## src/core/usart_tx_pkg.sv

```systemverilog
// Purpose: Shared constants and types for the serial clock, frame and transmit block
// Assumes: 20 MHz system clock; registers reach the block as plain ports
// Notes:   Operation
// Operation
// Four clock modes: async normal, async double, sync master, sync slave
// Async normal bit rate is clock over 16 times divisor plus one
// Async double speed bit rate is clock over 8 times divisor plus one
// Master serial clock is system clock over 2 times divisor plus one
// Master select drives clock pin out or takes it in; pin used only synchronously
// External clock passes a synchroniser and edge detector, two clocks late
// Peer keeps external serial clock at or below 1 MHz
// Data changes on one clock edge, sampled on other; polarity zero changes rising
// Frame: low start, 5 to 9 data, optional parity, one or two stops
// Data goes LSB first; parity sits between last data bit and first stop
// Line idles high; new frame may follow last stop bit directly
// Size, parity mode and stop count fields set the shared frame format
// Parity is XOR of data bits, inverted for odd parity
// Upper parity mode bit inserts parity after MSB before first stop
// Transmit enable clear takes effect after ongoing frame; pin then released
// Data write loads buffer; moves to shifter when idle or after last stop
// Software writes ninth bit before writing low eight bits
// Buffer empty flag set when empty, cleared by data or by writing zero
// Buffer empty interrupt requested while flag and enables are set
// Complete flag set when frame fully shifted and buffer holds nothing
// Complete flag cleared by interrupt acknowledge or by writing zero
// Complete interrupt requested while flag and enables are set
// Mode field value three selects SPI; others async, sync or I2C
// Size field all ones selects nine-bit characters with separate ninth bit
// Baud counter reloads from divisor, ticks every divisor plus one clocks
package usart_tx_pkg;

  localparam int unsigned CLK_HZ          = 20_000_000;
  localparam int unsigned EXT_SCK_MAX_HZ  = 1_000_000;
  // Least external clock period, in system clocks, that the slave path can follow
  localparam int unsigned EXT_SCK_MIN_CYC = CLK_HZ / EXT_SCK_MAX_HZ;

  localparam int unsigned BAUD_DIV_W    = 8;
  localparam int unsigned TX_FIFO_DEPTH = 4;
  localparam int unsigned OS_NORMAL     = 16;
  localparam int unsigned OS_DOUBLE     = 8;
  localparam logic [3:0]  OS_NORMAL_LAST = 4'(OS_NORMAL - 1);
  localparam logic [3:0]  OS_DOUBLE_LAST = 4'(OS_DOUBLE - 1);

  localparam logic [1:0] MODE_ASYNC = 2'h0;
  localparam logic [1:0] MODE_SYNC  = 2'h1;
  localparam logic [1:0] MODE_I2C   = 2'h2;
  localparam logic [1:0] MODE_SPI   = 2'h3;

  localparam logic [2:0] SIZE_5 = 3'h0;
  localparam logic [2:0] SIZE_6 = 3'h1;
  localparam logic [2:0] SIZE_7 = 3'h2;
  localparam logic [2:0] SIZE_9 = 3'h7;

  localparam int unsigned PARITY_ENABLE_POS = 1;
  localparam int unsigned PARITY_ODD_POS    = 0;

  localparam logic RESET_BUFFER_EMPTY = 1'b1;
  localparam logic RESET_COMPLETE     = 1'b0;
  localparam logic LINE_IDLE          = 1'b1;
  localparam logic LINE_START         = 1'b0;

  typedef enum logic [2:0] {
    ST_IDLE   = 3'h0,
    ST_START  = 3'h1,
    ST_DATA   = 3'h3,
    ST_PARITY = 3'h2,
    ST_STOP1  = 3'h6,
    ST_STOP2  = 3'h7
  } tx_state_t;

  typedef struct packed {
    logic [2:0] character_size_field;
    logic [1:0] parity_mode_field;
    logic       stop_bit_count;
  } frame_format_t;

  typedef struct packed {
    logic       ninth;
    logic [7:0] low;
  } tx_word_t;

  function automatic logic [3:0] char_bits(input logic [2:0] size);
    unique case (size)
      SIZE_5:  char_bits = 4'h5;
      SIZE_6:  char_bits = 4'h6;
      SIZE_7:  char_bits = 4'h7;
      SIZE_9:  char_bits = 4'h9;
      default: char_bits = 4'h8;
    endcase
  endfunction

  function automatic logic frame_parity(input tx_word_t w, input logic [2:0] size,
                                        input logic odd);
    logic [8:0] mask;
    mask = 9'h1FF >> (4'h9 - char_bits(size));
    frame_parity = (^(w & mask)) ^ odd;
  endfunction

endpackage

```

## src/core/word_fifo.sv

```systemverilog
// Purpose: Small synchronous FIFO with valid and ready on both sides
// Assumes: Single clock, synchronous active-high reset
// Notes:   Depth must be a power of two; in_ready comes from a flop
`timescale 1ns/1ps
module word_fifo #(
  parameter int unsigned WIDTH = 9,
  parameter int unsigned DEPTH = 4
) (
  input  wire logic                     clk,
  input  wire logic                     reset,
  input  wire logic                     in_valid,
  input  wire logic [WIDTH-1:0]         in_data,
  output logic                          in_ready,
  output logic                          out_valid,
  output logic [WIDTH-1:0]              out_data,
  input  wire logic                     out_ready,
  output logic [$clog2(DEPTH):0]        level
);
  localparam int unsigned AW = $clog2(DEPTH);

  if (DEPTH < 2 || (1 << AW) != DEPTH) begin : g_depth_chk
    $error("word_fifo depth must be a power of two, at least 2");
  end

  logic [WIDTH-1:0] mem_q [DEPTH];
  logic [AW-1:0]    wr_q;
  logic [AW-1:0]    rd_q;
  logic [AW:0]      count_q;
  logic [AW:0]      count_d;
  logic             full_q;
  logic             push;
  logic             pop;

  assign push      = in_valid & ~full_q;
  assign pop       = out_valid & out_ready;
  assign in_ready  = ~full_q;
  assign out_valid = count_q != '0;
  assign out_data  = mem_q[rd_q];
  assign level     = count_q;
  assign count_d   = count_q + (AW+1)'(push) - (AW+1)'(pop);

  always_ff @(posedge clk) begin
    if (push) begin
      mem_q[wr_q] <= in_data;
    end
  end

  always_ff @(posedge clk) begin
    if (reset) begin
      wr_q    <= '0;
      rd_q    <= '0;
      count_q <= '0;
      full_q  <= 1'b0;
    end else begin
      if (push) begin
        wr_q <= wr_q + 1'b1;
      end
      if (pop) begin
        rd_q <= rd_q + 1'b1;
      end
      count_q <= count_d;
      full_q  <= count_d == (AW+1)'(DEPTH);
    end
  end
endmodule // word_fifo

```

## src/core/usart_clock_frame_transmitter.sv

```systemverilog
// Purpose: Baud and serial clock generation, frame building and transmit path
// Assumes: Control fields are stable while a frame is being sent
// Notes:   Frame format is captured at load so a mid-frame change cannot tear it
`timescale 1ns/1ps
module usart_clock_frame_transmitter
  import usart_tx_pkg::*;
#(
  parameter int unsigned BD_W       = BAUD_DIV_W,
  parameter int unsigned FIFO_DEPTH = TX_FIFO_DEPTH
) (
  input  wire logic            clk,
  input  wire logic            reset,
  input  wire logic [1:0]      operating_mode_select,
  input  wire logic            double_speed_enable,
  input  wire logic            clock_master_select,
  input  wire logic            clock_polarity,
  input  wire logic [BD_W-1:0] baud_divisor,
  input  wire frame_format_t   frame_format,
  input  wire logic            transmit_enable,
  input  wire logic            transmit_ninth_bit,
  input  wire logic [7:0]      serial_data_register,
  input  wire logic            data_write,
  output logic                 data_write_ready,
  input  wire logic            buffer_empty_clear,
  input  wire logic            transmit_complete_clear,
  input  wire logic            transmit_complete_ack,
  input  wire logic            buffer_empty_irq_enable,
  input  wire logic            transmit_complete_irq_enable,
  input  wire logic            global_irq_enable,
  input  wire logic            serial_clock_pin_in,
  output logic                 serial_clock_pin_out,
  output logic                 serial_clock_pin_oe,
  output logic                 serial_output_pin,
  output logic                 serial_output_pin_oe,
  output logic                 buffer_empty_flag,
  output logic                 transmit_complete_flag,
  output logic                 buffer_empty_irq,
  output logic                 transmit_complete_irq
);
  if (BD_W < 1 || BD_W > 16) begin : g_bd_chk
    $error("baud divisor width must be 1 to 16");
  end

  tx_state_t                    tx_state_q;
  tx_word_t                     fifo_word;
  logic                         fifo_out_valid;
  logic                         fifo_out_ready;
  logic [$clog2(FIFO_DEPTH):0]  fifo_level;
  logic                         push;
  logic                         load;
  logic                         busy;
  logic                         sync_mode;
  logic                         master;
  logic                         last_stop;
  logic                         bit_end;

  // Mode decode
  assign sync_mode = operating_mode_select == MODE_SYNC ||
                     operating_mode_select == MODE_SPI;
  assign master    = sync_mode & clock_master_select;
  assign busy      = tx_state_q != ST_IDLE;

  // Transmit buffer
  assign push = data_write & data_write_ready;

  word_fifo #(
    .WIDTH ($bits(tx_word_t)),
    .DEPTH (FIFO_DEPTH)
  ) u_fifo (
    .clk       (clk),
    .reset     (reset),
    .in_valid  (data_write),
    .in_data   ({transmit_ninth_bit, serial_data_register}),
    .in_ready  (data_write_ready),
    .out_valid (fifo_out_valid),
    .out_data  (fifo_word),
    .out_ready (fifo_out_ready),
    .level     (fifo_level)
  );

  // External clock path: s1 feeds only s2; s2/s3 form the edge detector
  logic sck_s1_q;
  logic sck_s2_q;
  logic sck_s3_q;
  logic ext_change;

  always_ff @(posedge clk) begin
    if (reset) begin
      sck_s1_q <= 1'b0;
      sck_s2_q <= 1'b0;
      sck_s3_q <= 1'b0;
    end else begin
      sck_s1_q <= serial_clock_pin_in;
      sck_s2_q <= sck_s1_q;
      sck_s3_q <= sck_s2_q;
    end
  end

  assign ext_change = clock_polarity ? (sck_s3_q & ~sck_s2_q)
                                     : (sck_s2_q & ~sck_s3_q);

  // Baud counter; restarted at load so the first bit is full length in the async modes
  logic [BD_W-1:0] baud_cnt_q;
  logic            baud_tick;

  assign baud_tick = baud_cnt_q == '0;

  always_ff @(posedge clk) begin
    if (reset) begin
      baud_cnt_q <= '0;
    end else if (load || baud_tick) begin
      baud_cnt_q <= baud_divisor;
    end else begin
      baud_cnt_q <= baud_cnt_q - 1'b1;
    end
  end

  // Oversampling stage for asynchronous bit timing
  logic [3:0] os_q;
  logic [3:0] os_last;
  logic       async_end;

  assign os_last   = double_speed_enable ? OS_DOUBLE_LAST : OS_NORMAL_LAST;
  assign async_end = baud_tick && os_q == os_last;

  always_ff @(posedge clk) begin
    if (reset || load) begin
      os_q <= '0;
    end else if (baud_tick) begin
      os_q <= async_end ? 4'h0 : os_q + 4'h1;
    end
  end

  // Master serial clock toggles each baud tick while a frame runs
  logic sck_q;
  logic master_change;

  assign master_change = baud_tick && busy && sck_q == clock_polarity;

  always_ff @(posedge clk) begin
    if (reset) begin
      sck_q <= 1'b0;
    end else if (!busy || !master) begin
      sck_q <= clock_polarity;
    end else if (baud_tick) begin
      sck_q <= ~sck_q;
    end
  end

  assign bit_end = !sync_mode ? async_end :
                   master     ? master_change : ext_change;

  // Frame sequencing
  logic [8:0] shift_q;
  logic [3:0] bit_cnt_q;
  logic       par_en_q;
  logic       par_q;
  logic       stop2_q;

  assign last_stop      = tx_state_q == ST_STOP2 || (tx_state_q == ST_STOP1 && !stop2_q);
  assign fifo_out_ready = transmit_enable &&
                          (tx_state_q == ST_IDLE || (last_stop && bit_end));
  assign load           = fifo_out_valid & fifo_out_ready;

  always_ff @(posedge clk) begin
    if (reset) begin
      tx_state_q <= ST_IDLE;
      shift_q    <= '0;
      bit_cnt_q  <= '0;
      par_en_q   <= 1'b0;
      par_q      <= 1'b0;
      stop2_q    <= 1'b0;
    end else if (load) begin
      tx_state_q <= ST_START;
      shift_q    <= fifo_word;
      bit_cnt_q  <= char_bits(frame_format.character_size_field) - 4'h1;
      par_en_q   <= frame_format.parity_mode_field[PARITY_ENABLE_POS];
      par_q      <= frame_parity(fifo_word, frame_format.character_size_field,
                                 frame_format.parity_mode_field[PARITY_ODD_POS]);
      stop2_q    <= frame_format.stop_bit_count;
    end else if (bit_end) begin
      unique case (tx_state_q)
        ST_IDLE: begin
          tx_state_q <= ST_IDLE;
        end
        ST_START: begin
          tx_state_q <= ST_DATA;
        end
        ST_DATA: begin
          if (bit_cnt_q == 4'h0) begin
            tx_state_q <= par_en_q ? ST_PARITY : ST_STOP1;
          end else begin
            shift_q   <= shift_q >> 1;
            bit_cnt_q <= bit_cnt_q - 4'h1;
          end
        end
        ST_PARITY: begin
          tx_state_q <= ST_STOP1;
        end
        ST_STOP1: begin
          tx_state_q <= stop2_q ? ST_STOP2 : ST_IDLE;
        end
        ST_STOP2: begin
          tx_state_q <= ST_IDLE;
        end
        default: begin
          tx_state_q <= ST_IDLE;
        end
      endcase
    end
  end

  // Line driver: one cycle behind the state, so every bit keeps its full width
  always_ff @(posedge clk) begin
    if (reset) begin
      serial_output_pin <= LINE_IDLE;
    end else begin
      unique case (tx_state_q)
        ST_START:  serial_output_pin <= LINE_START;
        ST_DATA:   serial_output_pin <= shift_q[0];
        ST_PARITY: serial_output_pin <= par_q;
        default:   serial_output_pin <= LINE_IDLE;
      endcase
    end
  end

  // Pin ownership
  always_ff @(posedge clk) begin
    if (reset) begin
      serial_output_pin_oe <= 1'b0;
      serial_clock_pin_oe  <= 1'b0;
    end else begin
      serial_output_pin_oe <= transmit_enable | busy;
      serial_clock_pin_oe  <= master;
    end
  end

  assign serial_clock_pin_out = sck_q;

  // Status flags: a set in the same cycle as a clear wins
  logic dre_set;
  logic txc_set;

  assign dre_set = load && fifo_level == ($clog2(FIFO_DEPTH)+1)'(1) && !push;
  assign txc_set = bit_end && last_stop && !fifo_out_valid;

  always_ff @(posedge clk) begin
    if (reset) begin
      buffer_empty_flag <= RESET_BUFFER_EMPTY;
    end else if (dre_set) begin
      buffer_empty_flag <= 1'b1;
    end else if (push || buffer_empty_clear) begin
      buffer_empty_flag <= 1'b0;
    end
  end

  always_ff @(posedge clk) begin
    if (reset) begin
      transmit_complete_flag <= RESET_COMPLETE;
    end else if (txc_set) begin
      transmit_complete_flag <= 1'b1;
    end else if (transmit_complete_ack || transmit_complete_clear) begin
      transmit_complete_flag <= 1'b0;
    end
  end

  always_ff @(posedge clk) begin
    if (reset) begin
      buffer_empty_irq      <= 1'b0;
      transmit_complete_irq <= 1'b0;
    end else begin
      buffer_empty_irq      <= buffer_empty_flag & buffer_empty_irq_enable &
                               global_irq_enable;
      transmit_complete_irq <= transmit_complete_flag & transmit_complete_irq_enable &
                               global_irq_enable;
    end
  end

  // Checking helpers
  logic [31:0] start_len_q;

  always_ff @(posedge clk) begin
    if (reset || tx_state_q != ST_START) begin
      start_len_q <= '0;
    end else begin
      start_len_q <= start_len_q + 32'h1;
    end
  end
endmodule // usart_clock_frame_transmitter

```

## config.mk

```make
export PLATFORM = sky130hd
export DESIGN_NAME = usart_clock_frame_transmitter
export DESIGN_NICKNAME = d
export VERILOG_FILES = /design/src/core/usart_tx_pkg.sv /design/src/core/word_fifo.sv /design/src/core/usart_clock_frame_transmitter.sv
export SDC_FILE = /design/constraint.sdc
export NUM_CORES = 1
export LEC_CHECK = 0
export ABC_AREA = 1
export BUFFER_PORTS_ARGS = -buffer_cell sky130_fd_sc_hd__buf_2
export CORE_MARGIN = 5
export CORE_UTILIZATION = 35
export CTS_CLUSTER_SIZE = 24
export DETAILED_ROUTE_END_ITERATION = 8
export GPL_TIMING_DRIVEN = 1
export PLACE_DENSITY = 0.54
export SKIP_CTS_REPAIR_TIMING = 1
export SLEW_MARGIN = 15
export SYNTH_ARGS = -nofsm -noshare
export SYNTH_HDL_FRONTEND = slang
export SYNTH_SLANG_ARGS = --single-unit
```

## constraint.sdc

```tcl
create_clock -name clk -period 3.5 [get_ports clk]
set_clock_uncertainty 0.2 [all_clocks]
set_input_delay 0.525 -clock clk [delete_from_list [all_inputs] [get_ports clk]]
set_output_delay 0.525 -clock clk [all_outputs]
set_load 0.005 [all_outputs]
```

==> flow_summary.yaml <==
clocking:
  clock_sinks: 88
  clock_path_buffers: 2
  clk_pin_slew_ns: 0.07
  numCtsBuffers: 9
  cts_root_buf: "clkbuf_16"
  cts_tree: "built"
  h-tree-depth: 3
  clock_latency_ns: 0.34
sta:
  slew_headroom_pct: 39.4
  worst_slack_ns: 0.430
  fin_crit_ns: 3.07
  setup_viol: 0
  holdWs_ns: 0.190
  rsz0062_at_grt: "false"
  tns_ns: 0
  finalMaxSlewViolations: 0
  max_clock_freq_mhz: 326
  hold_viol: 0
  worstMarginPinSlew_ns: 0.905
  post-route-period-util_pct: 87.7
hold_path:
  holdCritStartpoint: "serial_clock_pin_in"
  hold_path_class: "in -> reg"
logic_synthesis:
  synth_area_um2: 4100
  synth_top_family_by_area: "simple AND/OR/NAND/NOR gates"
  yosys_most_used_dff: "dfxtp_1"
  synth-compound-area-share_pct: 10.7
  synth.top_cells.by_area: "edfxtp_1 26%, dfxtp_1 25%, nand2_1 9.9%"
  synthArstFlopShare_pct: 0
  synth_top_area_share_pct: 26.3
  postSynthCellCount: 482
  synth_common_cells: "108 x nand2_1, 53 x inv_1, 52 x dfxtp_1, 45 x nor2_1"
  muxShareOfSynthArea_pct: 0
  synth_fp_nets: 534
  ys_ff_latch: 88
  syn_area_per_cell_um2: 8.51
  yosys.area.top_type: "edfxtp_1"
  synth-simple-area-share_pct: 23.8
  ys_seq_area_share_pct: 51.7
  synth_most_common_cell: "nand2_1"
  synthAdderAreaFrac_pct: 4.15
  synth.distinct_cells: 44
  yosysWarnings: 0
  synth_edf_count: 36
  yosys.area_share.xor_xnor_pct: 2.56
worst_setup_path:
  path_max_fanout: 7
  crit_type: "reg -> reg"
  crit_chain: "inv_1, ha_1, nand2_1, nor2_4, nand4_2, nand2_1, nand3_2, nand2_2, nand3_4, xor2_1, ha_1, fa_1, xnor2_1, xor2_1, nand2_1, nor3_1"
  worst_path_most_repeated_cell: "nand2_1"
  crit_path_end_kind: "flip-flop"
  timing.rr.start: "baud_cnt_q[0]"
  startpoint: "baud_cnt_q[0]"
  startpoint_type: "flip-flop"
  cp.arrival_ns: 3.13
  slowest_stage: "fa_1"
  slowest_delay_ns: 0.37
  worstPathRequired_ns: 3.56
route:
  wl_mm: 8.45
  vias: 3288
  first_pass_iters: 4
  final_antenna_net_count: 0
  drt_iter0_markers: 123
  drc: 0
  vias_per_cell: 4.83
  avgRoutedWirePerCell_um: 12.4
die:
  start_util_pct: 35.8
  core_area_um2: 11500
  rows: 39
  die_h_um: 118
  die_w_um: 118
  dieArea_um2: 14000
  ios: 48
global_route:
  grtUsageTotal_pct: 12.8
  grt_pass1_wl_mm: 14.6
  grt_start_max_net_pins: 24
  grt_pass1_vias: 3193
  globalRouteOverflowTotal: 0
  antenna_found_initial: 0
power:
  p_leak_uw: 0.00205
  power_density_nw_per_um2: 724
  vdd_ir_drop_max_mv: 0.396
placement:
  port_buffers: 46
  post_dp_cell_area_um2: 4480
  dpl.hpwl_mm: 6.19
  post-place-ws_ns: 0.365
  gp_congestion: 0.775
final_layout:
  n_fill_cell: 1146
  area_growth_syn_to_layout_pct: 17.3
  final_util_pct: 42.0
  diodes: 0
  design_area_um2: 4810
  drive_gt1_share_pct: 15.6
  final_nets: 585
status:
  status: "complete, no violations"
job:
  max_cap_viol_count: 0
per-layer routing:
metal | vias to the layer above | GRT usage [%] | part of all wire (%)
met5 | - | 0 | 0
met4 | 0 | 3.66 | 1.2
met3 | 9 | 4.11 | 4.7
met2 | 46 | 22.8 | 50
met1 | 1531 | 14.6 | 44
li1 | 1702 | - | -
worst paths after layout:
kind | end | cells past startpoint | slack, ns
hold / removal | sck_s1_q | 3 | 0.19
hold reg to reg | sck_s2_q | 2 | 0.20
setup reg to reg | u_fifo.full_q | 16 | 0.43
setup / recovery | u_fifo.full_q | 16 | 0.43
area by class of cell:
class,instances,area [um^2],share of cell area [%]
timing repair buffer,51,268,5.56
clock buffer,9,225,4.68
multi-input combinational,325,1690,35.2
tap,143,179,3.72
sequential,88,2120,44.1
inverter,58,221,4.60
clock inverter,7,103,2.13
placed cells by master (no fill, tap or decap), types with 2 or more instances in the layout:
cell,netlist,final
dfxtp_1,52,52
nor3b_1,2,2
a31oi_1,6,6
nor2_4,2,2
nand3_1,36,36
a211oi_2,2,2
nand2_1,108,108
inv_6,0,2
nor2_1,45,45
inv_2,2,2
buf_2,4,46
o21ai_0,27,27
a21oi_1,28,28
nand4_1,7,7
xor2_1,5,5
inv_1,53,53
edfxtp_1,36,36
o21ai_1,7,7
ha_1,12,12
bufinv_16,0,2
o21a_1,3,3
buf_4,1,5
clkbuf_16,0,9
clkinv_4,0,2
nand2_2,4,4
nor3_1,9,9
xnor2_1,7,7
registers in the layout (all words and copies together), names as in the netlist, 2 cells and up, named ones only:
register and cells:
bit_cnt_q 4, u_fifo.wr_q 2, u_fifo.level 3, u_fifo.rd_q 2, tx_state_q 3, os_q 4, shift_q 9, baud_cnt_q 8
u_fifo.mem_q 36
critical path: cells and delay by family, from the launching register on:
kind          cells  cell delay (ns)
flops             1             0.32
simple gates      9             1.13
fa+ha+maj         3             0.72
xor+xnor          3             0.53
buf+inv           1             0.09
report_power, final:
part           switching [uW]  internal, uW  leakage, uW
Clock                     408           633     0.000157
Combinational             664           390      0.00113
Sequential                123          1270     0.000757
per-stage QoR:
stage	cells	power (uW)
finish	681	3490
global route	681	3770
CTS	681	3540
detailed placement	665	2490
global placement	665	2460
floorplan	482	2230
cell families after synthesis:
| kind of cell | after synthesis |
|---|---|
| and+or+nand+nor | 221 |
| DFF | 88 |
| AOI/OAI and AO/OA | 79 |
| buffers and inverters | 69 |
| adders and majority gates | 13 |
| xor gates and xnor gates | 12 |
(Power assumes the default switching activity.)
